File: src/hw/dct_defines.vh
// register map, field layout and constants of the dual counter/timer block
`ifndef DCT_DEFINES_VH
`define DCT_DEFINES_VH

// bank selection
`define DCT_BANK_NORMAL      4'h0
`define DCT_BANK_TIMERS      4'hD
`define DCT_LOW_PAGE         4'h0

// bank D offsets
`define DCT_OFF_BYTE_CTRL    4'h0
`define DCT_OFF_SHARED_CTRL  4'h1
`define DCT_OFF_WORD_CTRL    4'h2
`define DCT_OFF_BYTE_LOW     4'h4
`define DCT_OFF_BYTE_HIGH    4'h5
`define DCT_OFF_RELOAD_LOW   4'h6
`define DCT_OFF_RELOAD_HIGH  4'h7
`define DCT_OFF_CAPT_LOW     4'h8
`define DCT_OFF_CAPT_HIGH    4'h9
`define DCT_OFF_INT_STATUS   4'hA
`define DCT_OFF_INT_MASK     4'hB

// counter control fields (byte and word)
`define DCT_RUN_BIT          7
`define DCT_SINGLE_BIT       6
`define DCT_TIMEOUT_BIT      5
`define DCT_PRESC_HI         4
`define DCT_PRESC_LO         3
`define DCT_MASK_BIT         2
`define DCT_ROUTE_BIT        1

// shared control fields
`define DCT_PP_HI            3
`define DCT_PP_LO            2
`define DCT_DEMOD_BIT        1
`define DCT_EDGE_BIT         0
`define DCT_PP_ON            2'b11

// interrupt status bits
`define DCT_IS_BYTE_TO       0
`define DCT_IS_WORD_TO       1
`define DCT_IS_CAPTURE       2

// prescale masks, reset values and count steps
`define DCT_DIV1             3'h0
`define DCT_DIV2             3'h1
`define DCT_DIV4             3'h3
`define DCT_DIV8             3'h7
`define DCT_ZERO8            8'h00
`define DCT_ZERO16           16'h0000
`define DCT_ZERO3            3'h0
`define DCT_ONE3             3'h1
`define DCT_ONE8             8'h01
`define DCT_ONE16            16'h0001

`endif

File: src/hw/dct_timers.v
// eight-bit and sixteen-bit counter/timer pair in expanded bank D
//
// Contract
// [RQ1] low pointer nibble selects bank; zero normal
// [RQ2] all timer registers live in bank D
// [RQ3] capture bytes at 09h/08h, writes ignored
// [RQ4] word reload hold bytes at 07h/06h
// [RQ5] byte high/low level holds at 05h/04h
// [RQ6] bit 7 starts/stops byte counter, reads run
// [RQ7] bit 6: modulo-N reload or single pass
// [RQ8] bit 5 set at every terminal count
// [RQ9] writing one clears time-out flag
// [RQ10] bits 4:3 prescale by 1,2,4,8
// [RQ11] capture interrupt only while capture mask set
// [RQ12] word time-out interrupt only while masked in
// [RQ13] control bit routes port or counter to pin
// [RQ14] demod edge option: all edges or first only
// [RQ15] software stops, sets single pass, then enables
// [RQ16] ping-pong alternates enables between both counters
// [RQ17] timers supply two interrupt requests
// [RQ18] both capture bytes update in one cycle
`include "dct_defines.vh"

module dct_timers (
    // clock and reset
    input  wire       clock,
    input  wire       rst,
    // register port
    input  wire [7:0] reg_addr,
    input  wire [7:0] reg_wdata,
    input  wire       reg_wr,
    input  wire       reg_rd,
    output reg  [7:0] reg_rdata,
    input  wire [7:0] register_pointer,
    // demodulation input and shared pin
    input  wire       demod_in,
    input  wire       port_out_value,
    output reg        pin_out,
    output reg        byte_counter_out,
    // interrupt requests
    output reg        capture_request,
    output reg        timeout_request,
    output reg        irq
);

    // control and hold registers
    reg  [7:0]  byte_counter_control;
    reg  [7:0]  shared_counter_control;
    reg  [7:0]  word_counter_control;
    reg  [7:0]  byte_counter_low_hold;
    reg  [7:0]  byte_counter_high_hold;
    reg  [7:0]  word_counter_reload_low;
    reg  [7:0]  word_counter_reload_high;
    reg  [7:0]  capture_low_byte;
    reg  [7:0]  capture_high_byte;
    reg  [2:0]  int_status;
    reg  [2:0]  int_mask;
    // counter state
    reg  [2:0]  presc_count;
    reg  [7:0]  byte_count;
    reg  [15:0] word_count;
    reg         byte_level;
    reg         word_out;
    reg         byte_run_d;
    reg         word_run_d;
    reg         demod_d;
    reg         edge_seen;

    // decode: bank D only swaps in the lowest sixteen addresses
    wire bank_hit = (register_pointer[3:0] == `DCT_BANK_TIMERS) &&
                    (reg_addr[7:4] == `DCT_LOW_PAGE);                    // [RQ1] [RQ2]
    wire [3:0] off = reg_addr[3:0];
    wire wr_hit = reg_wr && bank_hit;

    function presc_tick;
        input [1:0] sel;
        input [2:0] cnt;
        reg   [2:0] m;
        begin
            if (sel == 2'b00) begin
                m = `DCT_DIV1;
            end else if (sel == 2'b01) begin
                m = `DCT_DIV2;
            end else if (sel == 2'b10) begin
                m = `DCT_DIV4;
            end else begin
                m = `DCT_DIV8;
            end
            presc_tick = ((cnt & m) == m);                               // [RQ10]
        end
    endfunction

    wire byte_run  = byte_counter_control[`DCT_RUN_BIT];
    wire word_run  = word_counter_control[`DCT_RUN_BIT];
    wire ping_pong = (shared_counter_control[`DCT_PP_HI:`DCT_PP_LO] == `DCT_PP_ON);
    wire byte_tick = byte_run &&
        presc_tick(byte_counter_control[`DCT_PRESC_HI:`DCT_PRESC_LO], presc_count);
    wire word_tick = word_run &&
        presc_tick(word_counter_control[`DCT_PRESC_HI:`DCT_PRESC_LO], presc_count);
    wire byte_start = byte_run && !byte_run_d;
    wire word_start = word_run && !word_run_d;

    // terminal counts: counters go down and end when zero is reached
    wire byte_term = byte_tick && !byte_start && (byte_count == `DCT_ZERO8);
    wire word_term = word_tick && !word_start && (word_count == `DCT_ZERO16);

    // demodulation edges; edge option 1 keeps only the first after start
    wire demod_on   = shared_counter_control[`DCT_DEMOD_BIT];
    wire demod_edge = demod_on && word_run && (demod_in != demod_d);
    wire capture_ev = demod_edge &&
        !(shared_counter_control[`DCT_EDGE_BIT] && edge_seen);           // [RQ14]

    wire [15:0] reload_word = {word_counter_reload_high, word_counter_reload_low};

    // free prescale divider shared by both counters
    always @(posedge clock) begin
        if (rst) begin
            presc_count <= `DCT_ZERO3;
        end else begin
            presc_count <= presc_count + `DCT_ONE3;
        end
    end

    // hold, reload and shared control registers
    always @(posedge clock) begin
        if (rst) begin
            byte_counter_low_hold    <= `DCT_ZERO8;
            byte_counter_high_hold   <= `DCT_ZERO8;
            word_counter_reload_low  <= `DCT_ZERO8;
            word_counter_reload_high <= `DCT_ZERO8;
            shared_counter_control   <= `DCT_ZERO8;
            int_mask                 <= `DCT_ZERO3;
        end else if (wr_hit) begin
            if (off == `DCT_OFF_BYTE_LOW) begin
                byte_counter_low_hold <= reg_wdata;                      // [RQ5]
            end else if (off == `DCT_OFF_BYTE_HIGH) begin
                byte_counter_high_hold <= reg_wdata;                     // [RQ5]
            end else if (off == `DCT_OFF_RELOAD_LOW) begin
                word_counter_reload_low <= reg_wdata;                    // [RQ4]
            end else if (off == `DCT_OFF_RELOAD_HIGH) begin
                word_counter_reload_high <= reg_wdata;                   // [RQ4]
            end else if (off == `DCT_OFF_SHARED_CTRL) begin
                shared_counter_control <= reg_wdata;
            end else if (off == `DCT_OFF_INT_MASK) begin
                int_mask <= reg_wdata[2:0];
            end
        end
    end

    // byte counter control: software write first, hardware events override
    always @(posedge clock) begin
        if (rst) begin
            byte_counter_control <= `DCT_ZERO8;                          // [RQ6]
        end else begin
            if (wr_hit && off == `DCT_OFF_BYTE_CTRL) begin
                byte_counter_control[`DCT_RUN_BIT] <= reg_wdata[`DCT_RUN_BIT]; // [RQ6]
                byte_counter_control[`DCT_SINGLE_BIT] <= reg_wdata[`DCT_SINGLE_BIT]; // [RQ7]
                byte_counter_control[`DCT_PRESC_HI:`DCT_PRESC_LO] <=
                    reg_wdata[`DCT_PRESC_HI:`DCT_PRESC_LO];              // [RQ10]
                byte_counter_control[`DCT_MASK_BIT:0] <= reg_wdata[`DCT_MASK_BIT:0];
                if (reg_wdata[`DCT_TIMEOUT_BIT]) begin
                    byte_counter_control[`DCT_TIMEOUT_BIT] <= 1'b0;      // [RQ9]
                end
            end
            // a set arriving with the clear wins
            if (byte_term) begin
                byte_counter_control[`DCT_TIMEOUT_BIT] <= 1'b1;          // [RQ8]
                if (byte_counter_control[`DCT_SINGLE_BIT] && !byte_level) begin
                    byte_counter_control[`DCT_RUN_BIT] <= 1'b0;          // [RQ7] [RQ16]
                end
            end
            if (ping_pong && word_term) begin
                byte_counter_control[`DCT_RUN_BIT] <= 1'b1;              // [RQ16]
            end
        end
    end

    // word counter control, mirror of the byte counter
    always @(posedge clock) begin
        if (rst) begin
            word_counter_control <= `DCT_ZERO8;
        end else begin
            if (wr_hit && off == `DCT_OFF_WORD_CTRL) begin
                word_counter_control[`DCT_RUN_BIT] <= reg_wdata[`DCT_RUN_BIT];
                word_counter_control[`DCT_SINGLE_BIT] <= reg_wdata[`DCT_SINGLE_BIT]; // [RQ7]
                word_counter_control[`DCT_PRESC_HI:0] <= reg_wdata[`DCT_PRESC_HI:0]; // [RQ10]
                if (reg_wdata[`DCT_TIMEOUT_BIT]) begin
                    word_counter_control[`DCT_TIMEOUT_BIT] <= 1'b0;      // [RQ9]
                end
            end
            if (word_term) begin
                word_counter_control[`DCT_TIMEOUT_BIT] <= 1'b1;          // [RQ8]
                if (word_counter_control[`DCT_SINGLE_BIT]) begin
                    word_counter_control[`DCT_RUN_BIT] <= 1'b0;          // [RQ7] [RQ16]
                end
            end
            // ping-pong: the byte counter ending a full pass hands over
            if (ping_pong && byte_term && !byte_level) begin
                word_counter_control[`DCT_RUN_BIT] <= 1'b1;              // [RQ16]
            end
        end
    end

    // byte counter: high level period, then low level period
    always @(posedge clock) begin
        if (rst) begin
            byte_count <= `DCT_ZERO8;
            byte_level <= 1'b0;
            byte_run_d <= 1'b0;
        end else begin
            byte_run_d <= byte_run;
            if (byte_start) begin
                byte_count <= byte_counter_high_hold;
                byte_level <= 1'b1;
            end else if (byte_term) begin
                byte_level <= !byte_level;
                if (byte_level) begin
                    byte_count <= byte_counter_low_hold;
                end else begin
                    byte_count <= byte_counter_high_hold;
                end
            end else if (byte_tick) begin
                byte_count <= byte_count - `DCT_ONE8;
            end
        end
    end

    // word counter with modulo reload, demodulation capture and reload
    always @(posedge clock) begin
        if (rst) begin
            word_count        <= `DCT_ZERO16;
            word_out          <= 1'b0;
            word_run_d        <= 1'b0;
            demod_d           <= 1'b0;
            edge_seen         <= 1'b0;
            capture_low_byte  <= `DCT_ZERO8;
            capture_high_byte <= `DCT_ZERO8;
        end else begin
            word_run_d <= word_run;
            demod_d    <= demod_in;
            if (word_start) begin
                word_count <= reload_word;
                edge_seen  <= 1'b0;
            end else if (capture_ev) begin
                // one write of both halves keeps the pair coherent
                capture_high_byte <= word_count[15:8];                   // [RQ3] [RQ18]
                capture_low_byte  <= word_count[7:0];                    // [RQ3] [RQ18]
                word_count        <= reload_word;                        // [RQ14]
                edge_seen         <= 1'b1;
            end else if (word_term) begin
                word_out   <= !word_out;
                word_count <= reload_word;
            end else if (word_tick) begin
                word_count <= word_count - `DCT_ONE16;
            end
        end
    end

    // sticky interrupt status, write one to clear, set wins
    always @(posedge clock) begin
        if (rst) begin
            int_status <= `DCT_ZERO3;
        end else begin
            if (wr_hit && off == `DCT_OFF_INT_STATUS) begin
                int_status <= (int_status & ~reg_wdata[2:0]) |
                    {capture_ev, word_term, byte_term};
            end else begin
                int_status <= int_status | {capture_ev, word_term, byte_term};
            end
        end
    end

    // outputs, all from flip-flops
    always @(posedge clock) begin
        if (rst) begin
            pin_out          <= 1'b0;
            byte_counter_out <= 1'b0;
            capture_request  <= 1'b0;
            timeout_request  <= 1'b0;
            irq              <= 1'b0;
        end else begin
            if (word_counter_control[`DCT_ROUTE_BIT]) begin
                pin_out <= word_out;                                     // [RQ13]
            end else begin
                pin_out <= port_out_value;                               // [RQ13]
            end
            byte_counter_out <= byte_level && byte_run;
            capture_request  <= capture_ev && byte_counter_control[`DCT_MASK_BIT]; // [RQ11] [RQ17]
            timeout_request  <= word_term && word_counter_control[`DCT_MASK_BIT];  // [RQ12] [RQ17]
            irq              <= |(int_status & int_mask);
        end
    end

    // read data one cycle after the strobe; anything else reads zero
    always @(posedge clock) begin
        if (rst) begin
            reg_rdata <= `DCT_ZERO8;
        end else if (reg_rd && bank_hit) begin
            if (off == `DCT_OFF_BYTE_CTRL) begin
                reg_rdata <= byte_counter_control;                       // [RQ6]
            end else if (off == `DCT_OFF_SHARED_CTRL) begin
                reg_rdata <= shared_counter_control;
            end else if (off == `DCT_OFF_WORD_CTRL) begin
                reg_rdata <= word_counter_control;
            end else if (off == `DCT_OFF_BYTE_LOW) begin
                reg_rdata <= byte_counter_low_hold;
            end else if (off == `DCT_OFF_BYTE_HIGH) begin
                reg_rdata <= byte_counter_high_hold;
            end else if (off == `DCT_OFF_RELOAD_LOW) begin
                reg_rdata <= word_counter_reload_low;
            end else if (off == `DCT_OFF_RELOAD_HIGH) begin
                reg_rdata <= word_counter_reload_high;
            end else if (off == `DCT_OFF_CAPT_LOW) begin
                reg_rdata <= capture_low_byte;                           // [RQ3]
            end else if (off == `DCT_OFF_CAPT_HIGH) begin
                reg_rdata <= capture_high_byte;                          // [RQ3]
            end else if (off == `DCT_OFF_INT_STATUS) begin
                reg_rdata <= {5'b0_0000, int_status};
            end else if (off == `DCT_OFF_INT_MASK) begin
                reg_rdata <= {5'b0_0000, int_mask};
            end else begin
                reg_rdata <= `DCT_ZERO8;
            end
        end else begin
            reg_rdata <= `DCT_ZERO8;
        end
    end

endmodule

File: config.mk
export PLATFORM = sky130hd
export DESIGN_NAME = dct_timers
export DESIGN_NICKNAME = d
export VERILOG_FILES = /design/src/hw/dct_timers.v
export VERILOG_INCLUDE_DIRS = /design/src /design/src/hw
export SDC_FILE = /design/constraint.sdc
export NUM_CORES = 1
export LEC_CHECK = 0
export BUFFER_PORTS_ARGS = -buffer_cell sky130_fd_sc_hd__buf_2
export CAP_MARGIN = 10
export CORE_MARGIN = 2
export CORE_UTILIZATION = 40
export CTS_CLUSTER_SIZE = 16
export DETAILED_ROUTE_END_ITERATION = 8
export PLACE_DENSITY = 0.71
export SLEW_MARGIN = 20
export SYNTH_ARGS = -nofsm -noshare
export SYNTH_HDL_FRONTEND = slang
export SYNTH_SLANG_ARGS = --single-unit
File: constraint.sdc
create_clock -name clock -period 2.14 [get_ports clock]
set_input_delay 0.107 -clock clock [delete_from_list [all_inputs] [get_ports clock]]
set_output_delay 0.107 -clock clock [all_outputs]
set_load 0.05 [all_outputs]
* Word level (Yosys, flattened, before mapping) *
Index checks and enable logic that the tools add are counted.

cells by class
  add/subtract/negate cells = 3
  equal/unequal tests = 19
  muxes and demuxes = 40
  bitwise operators = 15
  reduce and logical (&&, ||, !) cells = 58

operators with widths
  operator                                                              count
  8-bit 2-to-1 mux                                                      15
  16-bit 2-to-1 mux                                                     4
  3-bit 2-to-1 mux                                                      9
  1-bit logical AND                                                     25
  4-bit == test, second input constant                                  5
  4-bit by 3-bit == test with 1-bit output, second input constant       4
  16-bit logical NOT                                                    1
  16-bit by 1-bit subtractor with 16-bit output, second input constant  1
  3-bit AND                                                             4
  1-bit 2-to-1 mux                                                      12
  2-bit nonzero test                                                    5
  4-bit logical NOT                                                     2
  8-bit logical NOT                                                     1
  1-bit inverter                                                        8
  2-bit AND reduction                                                   4
  8-bit by 1-bit subtractor with 8-bit output, second input constant    1
  1-bit logical NOT                                                     7
  7-bit AND reduction                                                   1
  2-bit == test, second input constant                                  3
  3-bit == test                                                         2
  3-bit bitwise OR                                                      2
  3-bit AND reduction                                                   2
  6-bit AND reduction                                                   1
  5-bit AND reduction                                                   1
  other kinds (12)                                                      15

word-level totals
  flip-flop bits (word level) = 124
  input bits = 30
  output and inout bits = 13
  word-level logic and storage cells = 165

* Longest topological paths before layout *
  depth after elaboration = 12
  depth in mapped cells = 8
  mapped depth without buffers = 7

* Least setup slack after synthesis *
No wires, ideal clock.

  kind = register to register
  start = register word_count[0]
  end = register word_count[14]
  setup time = 74 ps
  arrival time = 2193 ps
  data required time = 2066 ps
  slack = -127 ps
  stages on the path, launching flop included = 9
  path buffers = 1
  clock period less this slack = 2267 ps
  path through = dfxtp_1 > inv_1 > ha_1 > nor4b_1 > and4_1 > clkbuf_1 > nor4_2 > or4b_1 > a31oi_1

between the ends
  longest elaborated chain between the ends = 5
  elaborated cells on any way between the ends = 8

ends and longest elaborated chain
  element                                                                                        RTL line                            source
  from (decl)                                                                                    dct_timers.v:61                     reg [15:0] word_count;
  from (signal assigned)                                                                         dct_timers.v:231                    word_count <= `DCT_ZERO16;
  from (signal assigned)                                                                         dct_timers.v:242                    word_count <= reload_word;
  from (signal assigned)                                                                         dct_timers.v:248                    word_count <= reload_word;
  16-bit by 1-bit subtractor with 16-bit output (no line) or 16-bit logical NOT (tied branches)  n/a
  16-bit 2-to-1 mux or 1-bit logical AND (tied branches)                                         dct_timers.v:253, dct_timers.v:105
  16-bit 2-to-1 mux                                                                              dct_timers.v:250                    end else if (word_term) begin
  16-bit 2-to-1 mux                                                                              dct_timers.v:244                    end else if (capture_ev) begin
  16-bit 2-to-1 mux                                                                              dct_timers.v:241                    if (word_start) begin

Several ways; a longest one is shown, not always the timed one. The select of a mux whose other input is x is not followed.
A chain may end at the register's enable or synchronous reset.

* Worst setup path after layout *
  start = register word_count[5]
  end = register word_count[13]

Same word-level chain as after synthesis.

==> run_results.csv <==
group,metric,value,unit
status,status,"finished with violations",
status,violations,"setup timing",
worst_setup_path,worstPathRequired,2.45,ns
logic_synthesis,syn_nets,769,
layout,syn_to_final_growth,23.3,%
layout,nFillCells,1380,
layout,utilization,0.510,
clock_tree,insertion_delay,0.43,ns
placed_design,port_buffers,38,
logic_synthesis,ys_warn_count,0,
layout,fin_nets,849,
hold_path,holdPathEnd,"word_counter_reload_low[3]",
die,initial_utilization,0.414,
layout,stdcell_count,1010,
logic_synthesis,avgSynthCellArea,8.25,um2
global_route,grt_usage,0.237,
clock_tree,path_clk_slew,0.05,ns
die,dieArea,16200,um2
global_route,antenna_found_initial,0,
sta,maxSlewViolCount,0,
clock_tree,clock-sinks,124,
die,core-area,14600,um2
detailed_routing,wl,18900,um
worst_setup_path,critical_path.startpoint_type,"flip-flop",
placed_design,place_ws,-0.0866,ns
layout,antennaDiodeCount,0,
clock_tree,clockBufferDepth,2,
job,maxCapViolations,0,
worst_setup_path,crit_path_end_kind,"flip-flop",
clock_tree,root_buffer,"clkbuf_16",
sta,setup_viol,2,
sta,rsz0062_at_grt,"yes",
detailed_routing,viasPerCell,5.97,
sta,hold_viol,0,
layout,multi_input_area,3400,um2
placed_design,dp_hpwl,13300,um
global_route,grt_max_degree,36,
worst_setup_path,reg2reg_from,"word_count[5]",
worst_setup_path,r2r_end,"word_count[13]",
sta,clock_skew,0.00749,ns
clock_tree,cts_max_level,4,
logic_synthesis,synthArstFlopShare,0,
logic_synthesis,synthCells,735,
sta,tightest_slew,0.646,ns
layout,layout.area.seq,2490,um2
placed_design,place_congestion,0.905,
global_route,grt_pass1_vias,5585,
layout,layout_common_cells,"dfxtp_1 (121), nand2_1 (100), nor2_1 (87)",
worst_setup_path,worst-r2r-cell-count,5,
logic_synthesis,netlist-cell-type-count,72,
sta,maxSlewHeadroom,0.568,
power,vdd_drop_max,0.548,mV
worst_setup_path,cp.arrival,2.45,ns
hold_path,min_path_type,"input port to flip-flop",
logic_synthesis,synth_flop_cell,"dfxtp_1",
logic_synthesis,synth_edf_count,0,
power,p_per_area,735,nW/um2
sta,max_freq,467,MHz
die,rows,44,
power,power,5.49,mW
power,p_leak,3.11,nW
hold_path,hp-start,"reg_wdata[3]",
layout,layout_commonest_cell,"dfxtp_1",
die,die_y,127,um
sta,fin_ws,-0.00319,ns
detailed_routing,wl_per_cell,18.7,um
layout,layout-drive-gt1-share,0.201,
clock_tree,tritoncts,"done",
clock_tree,cts_inserted_buffers,17,
hold_path,min_path_cells,3,
sta,post-route-period-util,1.00,
detailed_routing,drtIter0Drc,709,
global_route,grt_pass1_wl,29700,um
detailed_routing,drtPass1Iterations,5,
detailed_routing,post-route-drc-count,0,
logic_synthesis,ys_ff_latch,124,
die,die_w,127,um
logic_synthesis,netlist_area,6060,um2
global_route,grt_overflow_total,0,
layout,largest_reg_flops,16,
die,pin_count,43,
detailed_routing,ant_nets,0,
sta,min_period,2.14,ns
layout,regMostFlops,"word_count",
worst_setup_path,path_class,"flip-flop to flip-flop",
detailed_routing,vias,6028,
worst_setup_path,cp_max_fo,3,
placed_design,dp.cells,977,
worst_setup_path,reg2reg_setup_slack,-0.003,ns
logic_synthesis,seq_area_frac_synth,0.410,
-- power breakdown --
group / leakage (nW) / switching, mW / internal, mW
clock network: 0.295 / 1.01 / 1.93
logic: 1.81 / 0.160 / 0.0679
registers: 1.00 / 0.00422 / 2.32
-- stage by stage --
| stage | instance area (um2) | TNS, ns | hold slack (ns) |
|---|---|---|---|
| global placement | 6800 | 0 | 0.351 |
| detailed placement | 6800 | -0.112 | 0.349 |
| floorplan | 6080 | -0.0139 | 0.187 |
| CTS | 7440 | -0.00514 | 0.00194 |
| finish | 7470 | -0.00405 | 0.0141 |
| global route | 7470 | -0.148 | 0.0232 |
-- kinds of logic (layout without fill, tap and decap cells) --
family          count (synthesis)  after routing  share of synthesized area
compound gates                195            195                      0.216
fa+ha+maj                       4              4                    0.00826
xor+xnor                        6              6                    0.00867
buf+inv                        61            152                     0.0390
mux                            50             50                     0.0828
flops                         124            124                      0.410
simple gates                  295            295                      0.236
-- worst max path at each step --
stage / start / to / slack, ns / cells after the start
after global placement: word_count[7] / word_count[14] / 0.003 / 5
final: word_count[5] / word_count[13] / -0.003 / 5
after global routing: word_count[0] / word_count[14] / -0.08 / 7
after floorplan: word_count[0] / word_count[14] / -0.01 / 8
after CTS: word_count[5] / word_count[14] / -0.005 / 5
after detailed placement: word_count[0] / word_count[6] / -0.09 / 8
-- routing by layer --
layer / wire, um / track usage
met1: 8380 / 0.313
met2: 8540 / 0.374
met3: 1380 / 0.0540
met4: 568 / 0.105
met5: 0 / 0
-- repair_timing --
action                                  4_1_cts  5_1_grt
endpoints found under the setup margin        7       19
pin swaps                                     3        5
setup buffers                                 0        1
hold buffers                                  2        0
gates resized for setup                       9        9
endpoints found under the hold margin         2        0
-- critical path: stages, from the launching register on --
cell	delay, ns
dfxtp_2	0.31
or4_4	0.54
or4_2	0.63
o41a_1	0.32
mux2i_1	0.14
a21oi_1	0.08
-- synthesized netlist by cell type, types with 4 or more instances --
| cell type | count | area [um2] |
|---|---|---|
| and2_1 | 5 | 31.3 |
| nor4_1 | 7 | 43.8 |
| a22oi_1 | 14 | 105 |
| nand3_1 | 21 | 105 |
| o211ai_1 | 7 | 52.6 |
| dfxtp_1 | 124 | 2480 |
| a211oi_1 | 5 | 37.5 |
| a22o_1 | 14 | 123 |
| buf_1 | 6 | 22.5 |
| o221a_2 | 4 | 45.0 |
| and3b_1 | 4 | 35.0 |
| nor2_1 | 87 | 327 |
| nor2b_1 | 11 | 68.8 |
| inv_1 | 18 | 67.6 |
| o21ai_0 | 26 | 130 |
| nor3_1 | 11 | 55.1 |
| nand2_1 | 100 | 375 |
| or4_1 | 5 | 37.5 |
| o31ai_1 | 8 | 60.1 |
| a21oi_1 | 63 | 315 |
| clkbuf_1 | 35 | 131 |
| ha_1 | 4 | 50.1 |
| a31oi_1 | 15 | 93.8 |
| nand4_1 | 9 | 56.3 |
| mux2i_1 | 49 | 490 |
| and3_1 | 4 | 25.0 |
| nand2b_1 | 7 | 43.8 |
| o311a_1 | 4 | 40.0 |
-- cell type report --
| type | count | area share |
|---|---|---|
| Tap cell | 184 | 0.0308 |
| Multi-Input combinational cell | 550 | 0.455 |
| Timing Repair Buffer | 103 | 0.0917 |
| Clock buffer | 23 | 0.0653 |
| Clock inverter | 7 | 0.0151 |
| Inverter | 19 | 0.00954 |
| Sequential cell | 124 | 0.333 |
Note: power is estimated with default switching activity, not from simulation.
